File: src/rtl/tsrb_pkg.sv
package tsrb_pkg;

  // register indices selected by the pointer
  localparam logic [7:0] IDX_CAPABILITY = 8'h00;
  localparam logic [7:0] IDX_CONFIG     = 8'h01;
  localparam logic [7:0] IDX_UPPER      = 8'h02;
  localparam logic [7:0] IDX_LOWER      = 8'h03;
  localparam logic [7:0] IDX_CRITICAL   = 8'h04;
  localparam logic [7:0] IDX_TEMP       = 8'h05;
  localparam logic [7:0] IDX_MAKER      = 8'h06;
  localparam logic [7:0] IDX_PART       = 8'h07;
  localparam logic [7:0] IDX_BUS_CTRL   = 8'h22;

  // reset values
  localparam logic [7:0]  RST_INDEX     = 8'h00;
  localparam logic [15:0] RST_CAPABILITY = 16'h0015;
  localparam logic [15:0] RST_WORD      = 16'h0000;

  // configuration field positions
  localparam int CFG_HYST_LO  = 9;
  localparam int CFG_SHUTDOWN = 8;
  localparam int CFG_CRIT_LCK = 7;
  localparam int CFG_WIN_LCK  = 6;
  localparam logic [15:0] CFG_WRITABLE = 16'h07ff;

  // identification words, values arbitrary
  localparam logic [15:0] MAKER_ID_VALUE = 16'h0a5a;
  localparam logic [15:0] PART_ID_VALUE  = 16'h0b01;

  typedef enum logic [1:0]
  {
    TSRB_IDLE  = 2'b00,
    TSRB_WRITE = 2'b01,
    TSRB_READ  = 2'b10
  } tsrb_op_t;

  typedef struct packed
  {
    logic        hyst_en;
    logic [1:0]  hysteresis;
    logic        shutdown;
    logic [7:0]  event_ctrl;
  } tsrb_cfg_t;

endpackage : tsrb_pkg

File: src/rtl/tsrb_cfg_merge.sv
module tsrb_cfg_merge
  import tsrb_pkg::*;
(
  // current and requested words
  input  wire logic [15:0] cur_in,
  input  wire logic [15:0] wr_in,
  // merged word
  output logic      [15:0] next_out
);

  logic locked;
  logic [15:0] merged;

  always_comb
  begin
    locked = cur_in[CFG_CRIT_LCK] | cur_in[CFG_WIN_LCK];
    merged = wr_in & CFG_WRITABLE;
    if (locked)
    begin
      merged[CFG_HYST_LO+1 -: 2] = cur_in[CFG_HYST_LO+1 -: 2];
      merged[CFG_SHUTDOWN] = cur_in[CFG_SHUTDOWN] & wr_in[CFG_SHUTDOWN];
    end
    next_out = merged;
  end

endmodule : tsrb_cfg_merge

File: src/rtl/tsrb_bank.sv
// What this block does
// every data access goes to the register the pointer selects
// reads of write-only registers return zero
// writes to read-only registers are accepted but change nothing
// pointer is 8 bits, all other registers 16 bits
// pointer decode 00h-07h and 22h as listed
// capability resets 0015h; config, limits, bus control reset 0000h
// reserved indices read 0000h; host should not write them
// capability bits 15:5 read zero
// capability resolution field reads binary 10
// capability bit 2 reads one, negative temperatures supported
// capability bit 1 reads zero, standard accuracy
// capability bit 0 reads one, alarm capability present
// configuration bits 15:11 always read zero
// hysteresis field at bits 10:9, default 00
// shutdown bit 8, event control bits 7:0, default zero
// hysteresis codes 00 to 11; field frozen while locked
// shutdown cannot be set while locked, may always be cleared
// pointer resets to 00h and holds the last value written
// host writes two data bytes after the pointer, high first
// read-only bits inside writable registers ignore writes
module tsrb_bank
  import tsrb_pkg::*;
(
  // clock and reset
  input  wire logic        clock_in,
  input  wire logic        reset_n_in,
  // pointer write
  input  wire logic        index_we_in,
  input  wire logic [7:0]  index_in,
  // data access
  input  wire logic        write_in,
  input  wire logic [15:0] wdata_in,
  input  wire logic        read_in,
  output logic      [15:0] rdata_out,
  output logic             ack_out,
  // live sources
  input  wire logic [15:0] temp_in,
  // configuration outputs
  output logic [7:0]       index_out,
  output tsrb_cfg_t        cfg_out,
  output logic [15:0]      upper_out,
  output logic [15:0]      lower_out,
  output logic [15:0]      critical_out,
  output logic [15:0]      bus_ctrl_out
);

  logic        rst_meta;
  logic        rst_sync_n;
  logic [7:0]  register_index;
  logic [15:0] configuration_word;
  logic [15:0] upper_alarm_limit;
  logic [15:0] lower_alarm_limit;
  logic [15:0] critical_alarm_limit;
  logic [15:0] bus_timeout_control;
  logic [15:0] next_config;
  logic [15:0] next_rdata;
  logic        crit_locked;
  logic        win_locked;

  always_ff @(posedge clock_in or negedge reset_n_in)
  begin
    if (!reset_n_in)
    begin
      rst_meta   <= 1'b0;
      rst_sync_n <= 1'b0;
    end
    else
    begin
      rst_meta   <= 1'b1;
      rst_sync_n <= rst_meta;
    end
  end

  function automatic logic hits(input logic [7:0] idx,
                                input logic [7:0] target);
    hits = (idx == target);
  endfunction : hits

  always_ff @(posedge clock_in or negedge rst_sync_n)
  begin
    if (!rst_sync_n)
      register_index <= RST_INDEX;
    else if (index_we_in)
      register_index <= index_in;
  end

  tsrb_cfg_merge u_merge
  (
    .cur_in   (configuration_word),
    .wr_in    (wdata_in),
    .next_out (next_config)
  );

  assign crit_locked = configuration_word[CFG_CRIT_LCK];
  assign win_locked  = configuration_word[CFG_WIN_LCK];

  always_ff @(posedge clock_in or negedge rst_sync_n)
  begin
    if (!rst_sync_n)
      configuration_word <= RST_WORD;
    else if (write_in && hits(register_index, IDX_CONFIG))
      configuration_word <= next_config;
  end

  // window limits freeze under window lock, critical under critical lock
  always_ff @(posedge clock_in or negedge rst_sync_n)
  begin
    if (!rst_sync_n)
    begin
      upper_alarm_limit    <= RST_WORD;
      lower_alarm_limit    <= RST_WORD;
      critical_alarm_limit <= RST_WORD;
      bus_timeout_control  <= RST_WORD;
    end
    else if (write_in)
    begin
      if (hits(register_index, IDX_UPPER) && !win_locked)
        upper_alarm_limit <= wdata_in;
      if (hits(register_index, IDX_LOWER) && !win_locked)
        lower_alarm_limit <= wdata_in;
      if (hits(register_index, IDX_CRITICAL) && !crit_locked)
        critical_alarm_limit <= wdata_in;
      if (hits(register_index, IDX_BUS_CTRL))
        bus_timeout_control <= wdata_in;
    end
  end

  always_comb
  begin
    case (register_index)
      IDX_CAPABILITY: next_rdata = RST_CAPABILITY;
      IDX_CONFIG:     next_rdata = configuration_word;
      IDX_UPPER:      next_rdata = upper_alarm_limit;
      IDX_LOWER:      next_rdata = lower_alarm_limit;
      IDX_CRITICAL:   next_rdata = critical_alarm_limit;
      IDX_TEMP:       next_rdata = temp_in;
      IDX_MAKER:      next_rdata = MAKER_ID_VALUE;
      IDX_PART:       next_rdata = PART_ID_VALUE;
      IDX_BUS_CTRL:   next_rdata = bus_timeout_control;
      default:        next_rdata = RST_WORD;
    endcase
  end

  always_ff @(posedge clock_in or negedge rst_sync_n)
  begin
    if (!rst_sync_n)
      rdata_out <= RST_WORD;
    else if (read_in)
      rdata_out <= next_rdata;
  end

  // every write is acknowledged, read-only ones included
  always_ff @(posedge clock_in or negedge rst_sync_n)
  begin
    if (!rst_sync_n)
      ack_out <= 1'b0;
    else
      ack_out <= write_in | read_in | index_we_in;
  end

  assign index_out    = register_index;
  assign cfg_out      = {|configuration_word[10:9],
                         configuration_word[10:9],
                         configuration_word[8],
                         configuration_word[7:0]};
  assign upper_out    = upper_alarm_limit;
  assign lower_out    = lower_alarm_limit;
  assign critical_out = critical_alarm_limit;
  assign bus_ctrl_out = bus_timeout_control;
endmodule : tsrb_bank

File: config.mk
export PLATFORM = sky130hd
export DESIGN_NAME = tsrb_bank
export DESIGN_NICKNAME = d
export VERILOG_FILES = /design/src/rtl/tsrb_pkg.sv /design/src/rtl/tsrb_cfg_merge.sv /design/src/rtl/tsrb_bank.sv
export SDC_FILE = /design/constraint.sdc
export NUM_CORES = 1
export LEC_CHECK = 0
export BUFFER_PORTS_ARGS = -buffer_cell sky130_fd_sc_hd__buf_2
export CAP_MARGIN = 20
export CORE_MARGIN = 10
export CORE_UTILIZATION = 46
export DETAILED_ROUTE_END_ITERATION = 7
export PLACE_DENSITY_LB_ADDON = 0.1
export RECOVER_POWER = 50
export SLEW_MARGIN = 30
export SYNTH_ARGS = -nofsm -noshare
export SYNTH_HDL_FRONTEND = slang
export SYNTH_SLANG_ARGS = --single-unit
export TNS_END_PERCENT = 30
File: constraint.sdc
create_clock -name clock_in -period 2.86 [get_ports clock_in]
set_input_delay 0.286 -clock clock_in [delete_from_list [all_inputs] [get_ports clock_in]]
set_output_delay 0.286 -clock clock_in [all_outputs]
set_load 0.1 [all_outputs]
# == Word level (Yosys, flattened, before mapping) ==
# Index checks and enable logic that the tools add are counted.
# totals
ff_bits,102
in_bits,45
out_inout_bits,101
wordCells,39
# op_classes
n_eq_ne,8
mux,2
n_bitwise,5
reduce_logical,13
# op_table
operator,n
16-bit one-hot mux with 9 select lines,1
"8-bit by 3-bit equality test with 1-bit output, second input constant",4
"8-bit by 2-bit equality test with 1-bit output, second input constant",2
2-bit AND reduction,5
"8-bit by 1-bit equality test with 1-bit output, second input constant",1
"8-bit by 6-bit equality test with 1-bit output, second input constant",1
8-bit zero test,1
1-bit logical AND,4
1-bit bitwise OR,3
1-bit zero test,2
2-bit OR reduction,1
1-bit bitwise AND,1
1-bit 2-to-1 mux,1
1-bit inverter,1

# == Depth between registers and ports, before layout ==
# Gate-level depths: netlist (run 1).
# logic_depth
depth_word,3
ltp_mapped,7
mapped_depth_nobuf,5

# == By module ==
# From an unflattened synthesis (run 1), not the netlist that was laid out.
# hier_totals
cells_unflattened,400
area_unflattened_um2,5205.0
# modules_own_cells
mod,n_inst,cells_per_inst,area_each_um2,seq_area_each_um2
tsrb_bank,1,382,5067.4,2677.6
tsrb_cfg_merge,1,18,137.6,0.0

# == Worst setup path before layout (run 1) ==
# Ideal clock, no wire load.
# synth_timing
kind,flip-flop to flip-flop
startpoint,"register register_index[1], in the netlist index_out[1]"
endpoint,"register bus_timeout_control[6], in the netlist bus_ctrl_out[6]"
setup_ns,0.126
arrival_ns,2.450
t_required_ns,2.734
slack_ns,0.285
path_stages_with_launch,7
n_path_buf,1
synth_period_minus_slack_ns,2.575
cell_sequence,dfrtp_1 > or3b_4 > nor3b_4 > and2_4 > nand2_4 > buf_6 > mux2_4
# synth_between
elab_chain_len,2
# synth_rtl
item,line_no,text
start: declaration,tsrb_bank.sv:50,logic [7:0] register_index;
start signal: assignment,tsrb_bank.sv:85,register_index <= index_in;
8-bit by 6-bit equality test with 1-bit output,tsrb_bank.sv:77,hits = (idx == target);
2-bit AND reduction (no line),n/a,
end signal: assignment,tsrb_bank.sv:125,bus_timeout_control <= wdata_in;
end: declaration,tsrb_bank.sv:55,logic [15:0] bus_timeout_control;
# No other way between the ends.
# A chain may end at the register's enable or synchronous reset.

# == Worst setup path after layout (run 1) ==
# layout_timing
startpoint,"register register_index[2], in the netlist index_out[2]"
endpoint,"register bus_timeout_control[11], in the netlist bus_ctrl_out[11]"
# Same word-level chain as after synthesis.

==> impl_metrics.tcl, run 1 <==
set metrics [dict create \
    ys_warn_count 0 \
    cp-start-kind "flip-flop" \
    core_area_um2 9860 \
    ys_ff_latch 102 \
    cts_buffer_depth 2 \
    worstHoldPathType "in -> reg" \
    final.setup_skew_ns 0.0141 \
    netlist_instances 368 \
    drt-pass1-iter-count 4 \
    route.detailed.drc 0 \
    initial_core_util_pct 47.5 \
    synth_top_area_cell "dfrtp_1" \
    crit_type "reg -> reg" \
    tritoncts "built" \
    cp.arrival_ns 2.62 \
    finalSetupViolCount 0 \
    final-max-slew-violation-count 46 \
    fmax_ghz 0.421 \
    period_needed_ns 2.37 \
    place_hpwl_um 10400 \
    root_buffer "clkbuf_8" \
    antenna_found_initial 0 \
    portBuffers 145 \
    clock_latency_ns 0.37 \
    gr-total-overflow 0 \
    dieArea_um2 14600 \
    fin_cells 652 \
    worstMarginPinSlew_ns 1.90 \
    seq_area_frac_synth_pct 54.5 \
    crit_fanout 16 \
    synthFlopType "dfrtp_1" \
    synth.avg_cell_area_um2 12.7 \
    leakagePower_nw 2.87 \
    place_congestion 0.786 \
    hold_violations 0 \
    ctsResizeCount 0 \
    final_cell_mix "buf_2, dfrtp_1, mux2_2" \
    dieHeight_um 121 \
    cts_made_buffers 9 \
    violations "max-capacitance violations, max-slew violations" \
    r2r_setup_slack_ns 0.49 \
    powerDensity_nw_per_um2 699 \
    synth_area_um2 4690 \
    num-nets-final 559 \
    timing.hold.ws_ns 0.147 \
    end_kind "flip-flop" \
    cap_violations 1 \
    dp_slack_ns 0.511 \
    pin_count 146 \
    first_iter_violations 197 \
    finish.utilization_pct 57.9 \
    via_per_inst 5.57 \
    ys_types 48 \
    vias 3629 \
    track_usage_pct 19.5 \
    synth_top_area_share_pct 54.5 \
    placed_cells 635 \
    timing.slew.headroom_pct -26.8 \
    antenna_cells 0 \
    synth_edf_count 0 \
    die_x_um 121 \
    final_common_cell "buf_2" \
    htreeDepth 3 \
    wire_per_inst_um 22.2 \
    drive_gt1_share_pct 44.3 \
    synthTopCellsByArea "dfrtp_1, mux2_2, mux2_4, a21oi_1, a22oi_1" \
    synthToLayoutAreaGrowth_pct 21.9 \
    vdd_drop_max_uv 353 \
    wl_um 14500 \
    clkSinkCount 102 \
    grt_start_max_net_pins 56 \
    synth_nets 413 \
    clk_pin_slew_worst_paths_ns 0.10 \
    rsz0062_at_grt "no" \
    period_share_pct 83.0 \
    fin_setup_tns_ns 0 \
    antenna_left 0 \
    grt_pass1_vias 3837 \
    grt_pass1_wl_um 22500 \
    synthArstFlopShare_pct 100 \
    setup_slack_ns 0.487 \
    crit_required_ns 3.11 \
    num_rows 36 \
    status "complete, but fails checks" \
]
## cells in the mapped netlist, types with 4 or more instances
master and instances:
dfrtp_1 102, mux2_2 81, a21oi_1 25, nor2_1 14, clkbuf_1 13, mux2_4 10, nand2_1 9, inv_1 8
a22oi_1 7, nand2b_1 7, a221oi_1 6, buf_2 6, o22ai_1 6, a211oi_1 5, a31oi_1 5, nor2b_1 5
o21ai_0 4
## state kept, by name, indices dropped and copies added (netlist names)
signal,count
bus_ctrl_out,16
critical_out,16
lower_out,16
rdata_out,16
upper_out,16
configuration_word,11
index_out,8
ack_out,1
rst_meta,1
rst_sync_n,1
## cell type report
type                    instances  area, µm²
clock buffers                  12        145
clock inverters                 4       32.5
fillers                       887       4150
inverters                       8       30.0
multi-input cells             235       2000
flip-flops and latches        102       2550
well taps                     133        166
repair buffers                158        786
## cell families after synthesis
kind of cell	count (synthesis)	share of synthesized area, %
other cells	1	0.0800
buf+inv	31	2.88
compound gates	78	11.3
mux	94	23.3
simple gates	62	7.96
flops	102	54.5
## critical path, stage by stage, from the launching register on
cell and delay [ns]:
dfrtp_1 0.53, or3b_4 0.46, nor3b_4 0.36, and2_4 0.32, nand2_4 0.22, mux2_4 0.36
## layer usage
layer / wire length (µm) / GRT usage (%) / part of all wire (%) / vias up
met3: 1040 / 5.26 / 7.2 / 14
met2: 6910 / 31.5 / 48 / 132
li1: - / - / - / 1663
met1: 6330 / 25.4 / 44 / 1820
met4: 183 / 4.90 / 1.3 / 0
met5: 0 / 0 / 0 / -
## per-stage QoR
stage | cell area, µm² | power [mW]
after floorplan | 4690 | 2.88
after global placement | 5580 | 3.18
after detailed placement | 5580 | 3.19
after CTS | 5770 | 4.04
after global routing | 5710 | 4.15
final | 5710 | 3.99
## path summary, 6_finish.rpt
kind                               from          endpoint  cells after the start
setup reg to reg           index_out[2]  bus_ctrl_out[11]                      5
hold / removal              index_in[4]      index_out[4]                      2
setup / recovery           index_out[2]  bus_ctrl_out[11]                      5
min in group asynchronous    reset_n_in        rst_sync_n                      2
hold reg to reg                rst_meta        rst_sync_n                      0
max in group asynchronous    rst_sync_n     rdata_out[15]                      0
## power breakdown
part | internal, mW | total (mW) | switching, mW | leakage, nW
registers | 1.56 | 1.69 | 0.126 | 1.37
logic | 0.263 | 1.46 | 1.19 | 1.42
clock network | 0.346 | 0.846 | 0.500 | 0.0832
total | 2.17 | 3.99 | 1.82 | 2.87
## what timing repair did
action                                 in CTS  in global routing
setup endpoints to repair                   0                  0
buffers inserted                            0                  0
hold buffers                                1                  0
endpoints found under the hold margin       2                  0
Note: power is estimated with default switching activity, not from simulation.
==> inputs of run 2 (changes only) <==
- ABC_AREA: not set -> 1
- CORE_UTILIZATION: 46 -> 52
- clock period: 2.86 -> 2.4 ns (I/O delays scaled with it)
==> run 2 against run 1 <==
  * The flow now finishes without violations
  * Total power grew 21%
  * Via count grew 26%
  * Critical endpoint is now rdata_out[3]
  * Global-route usage grew 3.9 points
  * Non-clock buffer count shrank 1
  * Count of clock-buffer cells in the layout shrank 1
  * First-iteration DRC count grew 79%
  * Cell area grew 0.81%
  * Critical path type is now reg -> out
  * Highest routed layer unchanged
  * Setup slack gained 0.0095 ns
  * Worst hold slack lost 0.072 ns
  * Wire length grew 8.8%
==> impl_metrics.tcl, run 2 <==
set metrics [dict create \
    p_switching_mw 2.25 \
    core_area_um2 9150 \
    drive_gt1_share_pct 20.2 \
    cp-start-kind "flip-flop" \
    synth_edf_count 0 \
    postLayoutCellArea_um2 5760 \
    crit_buf_inv 1 \
    place_congestion 0.935 \
    period_share_pct 79.3 \
    grt_start_max_net_pins 53 \
    hold_violations 0 \
    final.setup_skew_ns 0.0154 \
    power_mw 4.85 \
    hold_end "index_out[2]" \
    rsz0062_at_grt "no" \
    r2r-end "configuration_word[4]" \
    pin_count 146 \
    cts_made_buffers 9 \
    synth_top_area_cell "dfrtp_1" \
    timing.slew.headroom_pct 20.8 \
    combPwrFrac_pct 35.4 \
    crit_fanout 2 \
    clkSinkCount 102 \
    clk_pin_slew_worst_paths_ns 0.10 \
    holdPathStages 3 \
    ys_ff_latch 102 \
    synth_top_area_share_pct 52.8 \
    num-nets-final 783 \
    place_hpwl_um 11700 \
    synthToLayoutAreaGrowth_pct 19.2 \
    r2r_cells 8 \
    cap_violations 0 \
    finalSetupViolCount 0 \
    ys_types 24 \
    seq_area_frac_synth_pct 52.8 \
    r2r_setup_slack_ns 0.57 \
    critPathTopFamily "buffers and inverters" \
    track_usage_pct 23.4 \
    vdd_drop_max_uv 539 \
    worstHoldPathType "in -> reg" \
    placed_cells 837 \
    synth_area_um2 4830 \
    cp.arrival_ns 1.66 \
    dieHeight_um 116 \
    htreeDepth 3 \
    wire_per_inst_um 18.4 \
    synth_nets 644 \
    num_rows 35 \
    intPower_mw 2.59 \
    final_common_cell "nand2_1" \
    synth.avg_cell_area_um2 8.06 \
    tritoncts "built" \
    post-synth-top-count-cell "nand2_1" \
    final-max-slew-violation-count 0 \
    leakagePower_nw 3.14 \
    period_needed_ns 1.90 \
    wl_um 15700 \
    via_per_inst 5.37 \
    fin_cells 854 \
    synthTopCellsByArea "dfrtp_1, nand2_1, nand3_1, o21ai_0, o21ai_1" \
    fin_setup_tns_ns 0 \
    hold_start "index_in[2]" \
    setup_slack_ns 0.497 \
    ctsResizeCount 0 \
    place_area_um2 5610 \
    root_buffer "clkbuf_8" \
    netSwitchingFraction_pct 46.5 \
    end_kind "primary output" \
    crit_path_max_incr_delay_ns 0.90 \
    cp_slowest_cell "clkbuf_1" \
    ys_warn_count 0 \
    gr-total-overflow 0 \
    status "completed" \
    antenna_found_initial 0 \
    cts_setup_buffers 0 \
    dieArea_um2 13500 \
    crit_chain "clkbuf_1" \
    clkPwrFrac_pct 22.9 \
    n_fill_cell 884 \
    initial_core_util_pct 52.8 \
    first_iter_violations 352 \
    crit_required_ns 2.16 \
    vias 4585 \
    final_cell_mix "nand2_1, buf_2, dfrtp_1" \
    fmax_ghz 0.525 \
    dp_slack_ns 0.613 \
    seqPwrFrac_pct 41.7 \
    portBuffers 145 \
    route.detailed.drc 0 \
    synthArstFlopShare_pct 100 \
    antenna_cells 0 \
    synth_common_cells "nand2_1, dfrtp_1, nand3_1" \
    clock_latency_ns 0.37 \
    grt_pass1_wl_um 24600 \
    grt_pass1_vias 4536 \
    powerDensity_nw_per_um2 842 \
    die_x_um 116 \
    crit_type "reg -> out" \
    cts_buffer_depth 2 \
    r2r_start "index_out[1]" \
    worstMarginPinSlew_ns 1.19 \
    antenna_left 0 \
    drt-pass1-iter-count 5 \
    netlist_instances 599 \
    synthFlopType "dfrtp_1" \
]
-- run 2: cell type report --
class / instances / area (µm²) / share of cell area (%)
clock buffer: 11 / 141 / 2.46
clock inverter: 5 / 56.3 / 0.978
timing repair buffer: 157 / 776 / 13.5
tap: 111 / 139 / 2.41
sequential: 102 / 2550 / 44.3
inverter: 52 / 195 / 3.39
multi-input combinational: 416 / 1900 / 32.9
-- run 2: layer usage --
layer  global-route usage [%]  wire, µm  vias to the layer above
met5                        0         0                        -
met4                     6.51       237                        0
met3                     8.32      1830                       22
met2                     35.1      6870                      247
met1                     31.4      6810                     2118
li1                         -         -                     2198
-- run 2: worst max path at each step --
stage / startpoint / depth (start not counted) / slack, ns / end
2_1_floorplan: index_out[5] / 9 / 0.33 / rdata_out[0]
4_1_cts: index_out[1] / 8 / 0.61 / configuration_word[4]
6_report: rdata_out[3] / 1 / 0.50 / rdata_out[3]
5_1_grt: rst_sync_n / 1 / 0.37 / index_out[0]
3_5_place_dp: index_out[1] / 8 / 0.61 / configuration_word[4]
3_3_place_gp: index_out[1] / 8 / 0.65 / configuration_word[0]
-- run 2: stage by stage --
stage	util (%)	hold WS, ns
floorplan	-	-0.0556
global placement	61.3	0.0249
detailed placement	61.3	0.0289
CTS	63.5	0.0708
global route	62.9	0.0901
finish	62.9	0.0752
-- run 2: cell families after synthesis --
| logic type | after synthesis | share of synthesized area (%) |
|---|---|---|
| mux | 1 | 0.233 |
| simple gates | 317 | 28.9 |
| buf+inv | 81 | 7.88 |
| other cells | 1 | 0.0776 |
| flops | 102 | 52.8 |
| compound gates | 97 | 10.1 |
-- run 2: worst register-to-register path, cell delays in order, from the launching register on --
cell and delay, ns:
dfrtp_1 0.47, inv_1 0.13, nand2_1 0.12, nor2_4 0.26, nand2_4 0.16, nor2_4 0.32
inv_1 0.13, nand2_1 0.07, o21ai_0 0.07
-- run 2: power by group through the flow --
stage	logic [mW]	clock network, mW	registers (mW)
after CTS	1.74	1.12	2.02
final	1.71	1.11	2.02
after global placement	1.73	0	2.05
after global routing	1.79	1.20	2.04
after floorplan	0.275	0	3.16
after detailed placement	1.74	0	2.05
-- run 2: what timing repair did --
item	4_1_cts	5_1_grt
hold endpoints to repair	2	0
setup endpoints to repair	0	0
hold buffers	1	0
